===== src/verilog/aeqc_pkg.sv =====
// Constants, types and register map of the adaptive equalizer controller.
package aeqc_pkg;

    // Register indices and their word byte addresses on the bus.
    localparam logic [7:0]  CTL_INDEX    = 8'h42;
    localparam logic [7:0]  LIMIT_INDEX  = 8'h43;
    localparam logic [7:0]  STATUS_INDEX = 8'h44;
    localparam int          ADDR_W       = 12;
    localparam logic [11:0] CTL_ADDR     = {2'h0, CTL_INDEX, 2'h0};
    localparam logic [11:0] LIMIT_ADDR   = {2'h0, LIMIT_INDEX, 2'h0};
    localparam logic [11:0] STATUS_ADDR  = {2'h0, STATUS_INDEX, 2'h0};

    // Reset values.
    localparam logic [7:0]  CTL_RESET    = 8'h01;
    localparam logic [7:0]  LIMIT_RESET  = 8'h01;

    // Datapath widths and top setting values.
    localparam int          PERIOD_W     = 16;
    localparam int          EQ_W         = 4;
    localparam int          FILT_W       = 3;
    localparam int          CNT_W        = 9;
    localparam logic [EQ_W-1:0]   EQ_MAX   = 4'hf;
    localparam logic [FILT_W-1:0] FILT_MAX = 3'h7;

    // Status word field positions.
    localparam int          ST_EQ_LSB    = 0;
    localparam int          ST_FILT_LSB  = 4;
    localparam int          ST_STATE_LSB = 8;
    localparam int          ST_LOCK_BIT  = 10;
    localparam int          ST_CNT_LSB   = 16;

    // Bus transfer type bit that marks an active transfer.
    localparam int          HTRANS_ACT   = 1;

    // Control register layout, bit 7 reserved and reads as zero.
    typedef struct packed {
        logic [2:0] errSel;
        logic       spare;
        logic       twoStep;
        logic       loopOrder;
        logic       filtEn;
    } aeqc_ctrl_type;

    // Receiver error indications, in the same order as the select field.
    typedef struct packed {
        logic clkPattern;
        logic ctrlSeq;
        logic parity;
    } aeqc_err_type;

    // Adaptation states.
    typedef enum logic [1:0] {
        ST_TRY    = 2'b00,
        ST_VERIFY = 2'b01,
        ST_TRACK  = 2'b10
    } aeqc_state_type;

endpackage


===== src/verilog/aeqc_adaptive_eq_controller.sv =====
// Adaptive equalizer controller with its AHB-Lite register slave.
`timescale 1ns/1ps
module aeqc_adaptive_eq_controller
(
    input  wire logic                              clk,
    input  wire logic                              rst,
    input  wire logic                              hsel,
    input  wire logic [31:0]                       haddr,
    input  wire logic [1:0]                        htrans,
    input  wire logic                              hwrite,
    input  wire logic [2:0]                        hsize,
    input  wire logic [31:0]                       hwdata,
    input  wire logic                              hready,
    output logic                                   hreadyout,
    output logic [31:0]                            hrdata,
    output logic                                   hresp,
    input  wire logic                              rxLock,
    input  wire aeqc_pkg::aeqc_err_type            rxErr,
    input  wire logic [aeqc_pkg::PERIOD_W-1:0]     relockPeriod,
    output logic [aeqc_pkg::EQ_W-1:0]              eqSetting,
    output logic [aeqc_pkg::FILT_W-1:0]            filterSetting,
    output logic                                   adaptLocked
);

    // Steps the setting pair to the next candidate; with the filter enabled the inner loop carries into the outer, else only the equalizer steps.
    function automatic logic [aeqc_pkg::EQ_W+aeqc_pkg::FILT_W-1:0] nextSetting
    (
        input logic [aeqc_pkg::EQ_W-1:0]   eq,
        input logic [aeqc_pkg::FILT_W-1:0] filt,
        input logic                        filtEn,
        input logic                        order
    );
        logic [aeqc_pkg::EQ_W-1:0]   eqN;
        logic [aeqc_pkg::FILT_W-1:0] filtN;
        eqN   = eq;
        filtN = filt;
        if (!filtEn)
        begin
            eqN = eq + 1'b1;
        end
        else if (!order)
        begin
            eqN = eq + 1'b1;
            if (eq == aeqc_pkg::EQ_MAX)
            begin
                filtN = filt + 1'b1;
            end
        end
        else
        begin
            filtN = filt + 1'b1;
            if (filt == aeqc_pkg::FILT_MAX)
            begin
                eqN = eq + 1'b1;
            end
        end
        return {eqN, filtN};
    endfunction

    // Turns a period into a timer terminal value, never below one cycle.
    function automatic logic [aeqc_pkg::PERIOD_W-1:0] termOf
    (
        input logic [aeqc_pkg::PERIOD_W-1:0] period
    );
        logic [aeqc_pkg::PERIOD_W-1:0] t;
        t = (period == '0) ? 16'h0001 : period;
        return t - 1'b1;
    endfunction

    logic                               lockS1_q;
    logic                               lockS2_q;
    aeqc_pkg::aeqc_err_type             errS1_q;
    aeqc_pkg::aeqc_err_type             errS2_q;
    aeqc_pkg::aeqc_ctrl_type            ctrl_q;
    logic [7:0]                         limit_q;
    logic                               wrPend_q;
    logic [aeqc_pkg::ADDR_W-1:0]        wrAddr_q;
    aeqc_pkg::aeqc_state_type           state_q;
    aeqc_pkg::aeqc_state_type           state_d;
    logic [aeqc_pkg::PERIOD_W-1:0]      timer_q;
    logic [aeqc_pkg::PERIOD_W-1:0]      timer_d;
    logic [aeqc_pkg::CNT_W-1:0]         errCnt_q;
    logic [aeqc_pkg::CNT_W-1:0]         errCnt_d;
    logic [aeqc_pkg::EQ_W-1:0]          eq_q;
    logic [aeqc_pkg::EQ_W-1:0]          eq_d;
    logic [aeqc_pkg::FILT_W-1:0]        filt_q;
    logic [aeqc_pkg::FILT_W-1:0]        filt_d;
    logic                               locked_q;
    logic                               locked_d;
    logic [31:0]                        rdData_q;

    // Receiver indications come from another domain and pass two flip-flops.
    always_ff @(posedge clk)
    begin
        if (rst)
        begin
            lockS1_q <= 1'b0;
            lockS2_q <= 1'b0;
            errS1_q  <= '0;
            errS2_q  <= '0;
        end
        else
        begin
            lockS1_q <= rxLock;
            lockS2_q <= lockS1_q;
            errS1_q  <= rxErr;
            errS2_q  <= errS1_q;
        end
    end

    // Bus decode: the address phase is taken when selected, active and the bus is ready.
    wire                          addrPhase = hsel && htrans[aeqc_pkg::HTRANS_ACT] && hready;
    wire [aeqc_pkg::ADDR_W-1:0]   busAddr   = haddr[aeqc_pkg::ADDR_W-1:0];
    wire                          wrCtl     = wrPend_q && (wrAddr_q == aeqc_pkg::CTL_ADDR);
    wire                          wrLimit   = wrPend_q && (wrAddr_q == aeqc_pkg::LIMIT_ADDR);
    wire [31:0]                   statusWord =
        (32'(eq_q) << aeqc_pkg::ST_EQ_LSB) | (32'(filt_q) << aeqc_pkg::ST_FILT_LSB) |
        (32'(state_q) << aeqc_pkg::ST_STATE_LSB) | (32'(locked_q) << aeqc_pkg::ST_LOCK_BIT) |
        (32'(errCnt_q) << aeqc_pkg::ST_CNT_LSB);
    wire [31:0]                   readMux =
        (busAddr == aeqc_pkg::CTL_ADDR)    ? {24'h000000, 1'b0, ctrl_q} :
        (busAddr == aeqc_pkg::LIMIT_ADDR)  ? {24'h000000, limit_q} :
        (busAddr == aeqc_pkg::STATUS_ADDR) ? statusWord : 32'h00000000;

    // Register slave: writes land in the data phase; read data is registered for the data phase.
    always_ff @(posedge clk)
    begin
        if (rst)
        begin
            wrPend_q <= 1'b0;
            wrAddr_q <= '0;
            rdData_q <= 32'h00000000;
            ctrl_q   <= aeqc_pkg::aeqc_ctrl_type'(aeqc_pkg::CTL_RESET[6:0]);
            limit_q  <= aeqc_pkg::LIMIT_RESET;
        end
        else
        begin
            wrPend_q <= addrPhase && hwrite;
            wrAddr_q <= busAddr;
            rdData_q <= (addrPhase && !hwrite) ? readMux : 32'h00000000;
            if (wrCtl)
            begin
                ctrl_q <= aeqc_pkg::aeqc_ctrl_type'(hwdata[6:0]);
            end
            if (wrLimit)
            begin
                limit_q <= hwdata[7:0];
            end
        end
    end

    // Timer terminals derived from the relock period.
    wire [aeqc_pkg::PERIOD_W-1:0] halfTerm = termOf({1'b0, relockPeriod[aeqc_pkg::PERIOD_W-1:1]});
    wire [aeqc_pkg::PERIOD_W-1:0] fullTerm = termOf(relockPeriod);
    wire                          halfEnd  = (timer_q == halfTerm);
    wire                          fullEnd  = (timer_q == fullTerm);

    // Error qualification by the select field.
    wire [2:0]                    errHits  = ctrl_q.errSel & errS2_q;
    wire                          anyErr   = |errHits;
    wire [aeqc_pkg::EQ_W+aeqc_pkg::FILT_W-1:0] advance =
        nextSetting(eq_q, filt_q, ctrl_q.filtEn, ctrl_q.loopOrder);
    wire [aeqc_pkg::CNT_W:0]      cntNow   = {1'b0, errCnt_q} + {{aeqc_pkg::CNT_W{1'b0}}, anyErr};
    wire                          cntOver  = (cntNow > {2'b00, limit_q});
    wire                          eqAtTop  = (eq_q == aeqc_pkg::EQ_MAX);

    // Adaptation sequencer.
    always_comb
    begin
        state_d  = state_q;
        timer_d  = timer_q + 1'b1;
        errCnt_d = errCnt_q;
        eq_d     = eq_q;
        filt_d   = filt_q;
        locked_d = locked_q;
        case (state_q)
            aeqc_pkg::ST_TRY:
            begin
                if (ctrl_q.twoStep && halfEnd)
                begin
                    state_d = aeqc_pkg::ST_VERIFY;
                    timer_d = '0;
                end
                else if (!ctrl_q.twoStep && fullEnd)
                begin
                    timer_d = '0;
                    if (lockS2_q)
                    begin
                        state_d  = aeqc_pkg::ST_TRACK;
                        locked_d = 1'b1;
                        errCnt_d = '0;
                    end
                    else
                    begin
                        {eq_d, filt_d} = advance;
                    end
                end
            end
            aeqc_pkg::ST_VERIFY:
            begin
                if (anyErr || !lockS2_q)
                begin
                    {eq_d, filt_d} = advance;
                    state_d = aeqc_pkg::ST_TRY;
                    timer_d = '0;
                end
                else if (halfEnd)
                begin
                    state_d  = aeqc_pkg::ST_TRACK;
                    locked_d = 1'b1;
                    errCnt_d = '0;
                    timer_d  = '0;
                end
            end
            aeqc_pkg::ST_TRACK:
            begin
                if (anyErr && errCnt_q != '1)
                begin
                    errCnt_d = errCnt_q + 1'b1;
                end
                if (!lockS2_q)
                begin
                    state_d  = aeqc_pkg::ST_TRY;
                    locked_d = 1'b0;
                    timer_d  = '0;
                end
                else if (halfEnd)
                begin
                    timer_d  = '0;
                    errCnt_d = '0;
                    if (cntOver && !eqAtTop)
                    begin
                        eq_d     = eq_q + 1'b1;
                        state_d  = aeqc_pkg::ST_TRY;
                        locked_d = 1'b0;
                    end
                end
            end
            default:
            begin
                state_d  = aeqc_pkg::ST_TRY;
                timer_d  = '0;
                locked_d = 1'b0;
            end
        endcase
    end

    // Sequencer registers.
    always_ff @(posedge clk)
    begin
        if (rst)
        begin
            state_q  <= aeqc_pkg::ST_TRY;
            timer_q  <= '0;
            errCnt_q <= '0;
            eq_q     <= '0;
            filt_q   <= '0;
            locked_q <= 1'b0;
        end
        else
        begin
            state_q  <= state_d;
            timer_q  <= timer_d;
            errCnt_q <= errCnt_d;
            eq_q     <= eq_d;
            filt_q   <= filt_d;
            locked_q <= locked_d;
        end
    end

    // Data and setting outputs straight from flip-flops; the slave always answers OKAY with no wait state.
    assign hreadyout     = 1'b1;
    assign hresp         = 1'b0;
    assign hrdata        = rdData_q;
    assign eqSetting     = eq_q;
    assign filterSetting = filt_q;
    assign adaptLocked   = locked_q;

    // Checks of the documented behaviour.
    err_mask_a: assert property (@(posedge clk) disable iff (rst)
        (state_q == aeqc_pkg::ST_TRACK && ctrl_q.errSel == 3'h0 && lockS2_q && !halfEnd) |=> $stable(errCnt_q))
        else $error("Errors counted while checking is disabled.");

    half_count_a: assert property (@(posedge clk) disable iff (rst)
        (state_q == aeqc_pkg::ST_TRACK && lockS2_q && halfEnd) |=> errCnt_q == '0 && timer_q == '0)
        else $error("Error window did not close at the half period.");

    step_up_a: assert property (@(posedge clk) disable iff (rst)
        (state_q == aeqc_pkg::ST_TRACK && lockS2_q && halfEnd && cntOver && !eqAtTop)
        |=> eq_q == $past(eq_q) + 1'b1 && state_q == aeqc_pkg::ST_TRY)
        else $error("Equalizer did not step up above the limit.");

    no_step_a: assert property (@(posedge clk) disable iff (rst)
        (state_q == aeqc_pkg::ST_TRACK && lockS2_q && halfEnd && !cntOver) |=> $stable(eq_q))
        else $error("Equalizer stepped at or below the limit.");

    full_wait_a: assert property (@(posedge clk) disable iff (rst)
        (state_q == aeqc_pkg::ST_TRY && !ctrl_q.twoStep && fullEnd && lockS2_q)
        |=> state_q == aeqc_pkg::ST_TRACK && locked_q)
        else $error("Locked setting not accepted after the full period.");

    two_step_a: assert property (@(posedge clk) disable iff (rst)
        (state_q == aeqc_pkg::ST_TRY && ctrl_q.twoStep && halfEnd) |=> state_q == aeqc_pkg::ST_VERIFY)
        else $error("Second step not entered at the half period.");

    abort_step_a: assert property (@(posedge clk) disable iff (rst)
        (state_q == aeqc_pkg::ST_VERIFY && anyErr)
        |=> state_q == aeqc_pkg::ST_TRY && {eq_q, filt_q} == $past(advance))
        else $error("Error in second step did not advance the setting.");

    loop_order_a: assert property (@(posedge clk) disable iff (rst)
        (state_q == aeqc_pkg::ST_VERIFY && anyErr && ctrl_q.filtEn && ctrl_q.loopOrder
         && filt_q != aeqc_pkg::FILT_MAX) |=> $stable(eq_q) && filt_q == $past(filt_q) + 1'b1)
        else $error("Filter was not the inner loop.");

    reset_vals_a: assert property (@(posedge clk)
        rst |=> limit_q == aeqc_pkg::LIMIT_RESET && ctrl_q.filtEn)
        else $error("Limit or filter enable reset value wrong.");

    // Further checks of the sequencer transitions and of the register writes.
    err_count_a: assert property (@(posedge clk) disable iff (rst)
        (state_q == aeqc_pkg::ST_TRACK && lockS2_q && !halfEnd && anyErr && errCnt_q != '1)
        |=> errCnt_q == $past(errCnt_q) + 1'b1)
        else $error("Enabled error was not counted.");

    full_retry_a: assert property (@(posedge clk) disable iff (rst)
        (state_q == aeqc_pkg::ST_TRY && !ctrl_q.twoStep && fullEnd && !lockS2_q)
        |=> state_q == aeqc_pkg::ST_TRY && {eq_q, filt_q} == $past(advance))
        else $error("Unlocked setting was not replaced after the full period.");

    lock_drop_a: assert property (@(posedge clk) disable iff (rst)
        (state_q == aeqc_pkg::ST_TRACK && !lockS2_q)
        |=> state_q == aeqc_pkg::ST_TRY && !locked_q && $stable(eq_q) && $stable(filt_q))
        else $error("Lock loss did not restart adaptation at the same setting.");

    verify_pass_a: assert property (@(posedge clk) disable iff (rst)
        (state_q == aeqc_pkg::ST_VERIFY && !anyErr && lockS2_q && halfEnd)
        |=> state_q == aeqc_pkg::ST_TRACK && locked_q)
        else $error("Clean second step did not accept the setting.");

    ctl_write_a: assert property (@(posedge clk) disable iff (rst)
        wrCtl
        |=> {25'h0, ctrl_q} == ($past(hwdata) & 32'h0000007f))
        else $error("Control write did not land.");

    limit_write_a: assert property (@(posedge clk) disable iff (rst)
        wrLimit
        |=> {24'h000000, limit_q} == ($past(hwdata) & 32'h000000ff))
        else $error("Limit write did not land.");

endmodule


===== config.mk =====
export PLATFORM = sky130hd
export DESIGN_NAME = aeqc_adaptive_eq_controller
export DESIGN_NICKNAME = d
export VERILOG_FILES = /design/src/verilog/aeqc_pkg.sv /design/src/verilog/aeqc_adaptive_eq_controller.sv
export SDC_FILE = /design/constraint.sdc
export NUM_CORES = 1
export LEC_CHECK = 0
export ABC_AREA = 1
export BUFFER_PORTS_ARGS = -buffer_cell sky130_fd_sc_hd__buf_2
export CORE_MARGIN = 2
export CORE_UTILIZATION = 49
export DETAILED_ROUTE_END_ITERATION = 6
export GPL_ROUTABILITY_DRIVEN = 0
export PLACE_DENSITY = 0.77
export SYNTH_ARGS = -nofsm -noshare
export SYNTH_HDL_FRONTEND = slang
export SYNTH_SLANG_ARGS = --single-unit

===== constraint.sdc =====
create_clock -name clk -period 2.85 [get_ports clk]
set_input_delay 0.1425 -clock clk [delete_from_list [all_inputs] [get_ports clk]]
set_output_delay 0.1425 -clock clk [all_outputs]
set_load 0.005 [all_outputs]

==> metrics.txt <==
status=finished clean; most frequent cells in the layout=nand2_1 (150), inv_1 (125), nor2_1 (103), dfxtp_1 (89), buf_2 (73); reg2reg path depth=18; ys async rst share=0%; max frequency=0.366 GHz; slowest CP cell=dfxtp_2; Power Density=400 nW/um2; dpl ws=-0.159 ns; Switch Pwr=642 uW; CTS tree=built; DP Wirelength=11200 um; Critical Path Sink Type=flip-flop; Inserted Clock Buffers=9; number of library cell types mapped by synthesis=42; RR Endpoint=eqSetting[2]; worst setup path endpoint=eqSetting[2]; type of the worst setup path=flip-flop to flip-flop; count of TritonRoute iterations in the first routing pass=5; clock-pin slew on the worst setup and hold paths=0.06 ns; Clock Tree Root=clkbuf_16; H-tree Lvls=3; Worst Tran Pin Value=0.555 ns; Setup crit start=ctrl_q[4]; sequential share of the synthesized area=32.0%; Worst EP required=3.12 ns; CP dominant cell by count=nand2_1; die area=12500 um2; final worst slack=0.116 ns; Hold Path Origin=rxLock; DIE HEIGHT=112 um; max incr delay on CP=0.32 ns; Arr. time, crit path=3.01 ns; latest clock arrival within the worst-skew pair=0.34 ns; # diodes=0; first-pass GRT wire length=23500 um; Final Hold Slack=0.00595 ns; flop2flop setup slack=0.12 ns; CTS Sinks=91; Worst Skew=0.00844 ns; largest net degree at the start of global routing=23; relative slew slack=63.0%; Yosys Warn Count=0; final setup fails=0; combinational share of power=10.3%; CP Cell Sequence=nand2_2 -> nand3_4 -> ha_4 -> ha_4 -> buf_4 -> xor2_1 -> ha_1 -> nand2_2 -> o21a_1 -> o21ai_1 -> nand2_1 -> a21oi_1 -> o21ai_1 -> nand2_1 -> nand3_4 -> nor2_4 -> nand2_1 -> a21oi_1; DR WL/cell=13.1 um; commonest non-fill, non-tap cell in the layout=nand2_1; Syn Area/Cell=6.80 um2; vias in the first global route=5220; Leakage=3.39 nW; clock network power share=42.5%; Tightest Hold Check Type=primary input to flip-flop; Ports=136; Mapped Area=5700 um2; CTS Buffer Depth=2; P&R area growth vs syn=21.4%; RR Startpoint=ctrl_q[4]; starting density of the core=50.1%; instance area at placement=6500 um2; min Tclk post-route=2.73 ns; Design Area, Final=6920 um2; startpoint types=flip-flop; #FFs+latches synth=91; fillers=1041; Overflow after GRT=0; dominant synthesized flop cell=dfxtp_1; switching share of power=23.2%; max-cap viol count=0; core footprint=11400 um2; nets@finish=1069; 1st-iter DRT viols=359; final WL=14400 um; via density per instance=5.17; final core occ=60.8%; port buffer count=73; Syn Inst Count=838; Total GRT Usage=22.9%; Die Wd=112 um; initial antenna violation count=0; Seq pwr share=47.2%; Post-DRT Antenna Nets=0; DRC Markers=0; Max Slew Vio Count=0; Pint=2.12 mW; final hold violation count=0; standard-cell rows=39; layout cells sized above 1=21.9%; Final Cycle Share=95.9%; routed via count=5699; VDD IR-drop max=0.480 mV; crit-path max FO=5; Post-synth EDFFs=0
-- flip-flops by register name, indices dropped and copies added (netlist names) --
| name | flops |
|---|---|
| adaptLocked | 1 |
| ctrl_q | 7 |
| eqSetting | 4 |
| errCnt_q | 9 |
| errS1_q | 3 |
| errS2_q | 3 |
| filterSetting | 3 |
| hrdata | 20 |
| limit_q | 8 |
| lockS1_q | 1 |
| lockS2_q | 1 |
| state_q | 2 |
| timer_q | 16 |
| wrAddr_q | 12 |
| wrPend_q | 1 |
-- cells by family after synthesis --
| logic type | Yosys count | synth area share (%) |
|---|---|---|
| AND/OR/NAND/NOR | 410 | 34.3 |
| buffers and inverters | 159 | 11.7 |
| flip-flops | 91 | 32.0 |
| adder cells (fa/ha/maj) | 18 | 3.95 |
| XOR/XNOR | 41 | 6.55 |
| AO/OA/AOI/OAI | 117 | 11.3 |
| other | 2 | 0.132 |
-- worst max-delay path: cells and delay by family, from the launching register on --
| family | cells | cell delay [ns] |
|---|---|---|
| DFF | 1 | 0.32 |
| buffers and inverters | 1 | 0.13 |
| AOI/OAI and AO/OA | 5 | 0.66 |
| adders and majority gates | 3 | 0.63 |
| xor gates and xnor gates | 1 | 0.14 |
| and+or+nand+nor | 8 | 0.78 |
-- power by group through the flow --
stage | Sequential (mW) | Clock, mW | Combinational [mW]
2_1_floorplan | 1.33 | 0 | 0.175
3_3_place_gp | 1.33 | 0 | 0.276
3_5_place_dp | 1.33 | 0 | 0.280
4_1_cts | 1.30 | 1.18 | 0.281
5_1_grt | 1.30 | 1.24 | 0.317
6_report | 1.30 | 1.17 | 0.286
-- layout make-up --
type / count / area, um2 / share of cell area [%]
clock inverter: 2 / 37.5 / 0.543
clock buffer: 11 / 253 / 3.65
multi-input combinational: 600 / 3350 / 48.5
timing repair buffer: 129 / 798 / 11.5
tap: 143 / 179 / 2.59
inverter: 126 / 473 / 6.84
sequential: 91 / 1820 / 26.4
-- synth_stat cells, types with 8 or more instances --
library cell  count  area share (%)
a21oi_1          43             3.8
buf_4            14             1.8
clkbuf_1         14            0.92
dfxtp_1          91              32
ha_1             18             4.0
inv_1           125             8.2
nand2_1         155              10
nand2_2           9            0.99
nand3_1          58             5.1
nand4_1          14             1.5
nor2_1          107             7.1
nor2_2           16             1.8
nor3_1           13             1.1
nor4_1            8            0.88
o21ai_0          40             3.5
o21ai_1          13             1.1
xnor2_1          10             1.5
xor2_1           30             4.6
-- timing repair --
action | CTS | global route
gates resized for setup | 3 | 25
endpoints found under the setup margin | 6 | 7
pin swaps | 0 | 18
setup buffers | 0 | 3
hold buffers | 0 | 0
-- routing by layer --
metal  track usage [%]  wire [um]  up-vias
met5                 0          0        -
met4              8.48        307        0
met3              3.10        818       23
met2              38.3       6690      196
met1              30.1       6620     2579
li1                  -          -     2901
-- metrics by stage --
stage          power [mW]  setup TNS [ns]  instances
6_report             2.76               0       1102
5_1_grt              2.86          -0.143       1102
3_5_place_dp         1.61           -1.35       1086
3_3_place_gp         1.61          -0.650       1086
2_1_floorplan        1.50               0        850
4_1_cts              2.77               0       1099
-- worst min path at each step --
| stage | endpoint | slack, ns | cells past startpoint |
|---|---|---|---|
| 3_3_place_gp | lockS1_q | 0.35 | 3 |
| 6_report | lockS1_q | 0.006 | 3 |
| 4_1_cts | lockS1_q | 0.005 | 3 |
| 3_5_place_dp | lockS1_q | 0.35 | 3 |
| 2_1_floorplan | errS1_q[0] | 0.25 | 2 |
| 5_1_grt | wrAddr_q[5] | 0.02 | 3 |
(Power assumes the default switching activity.)
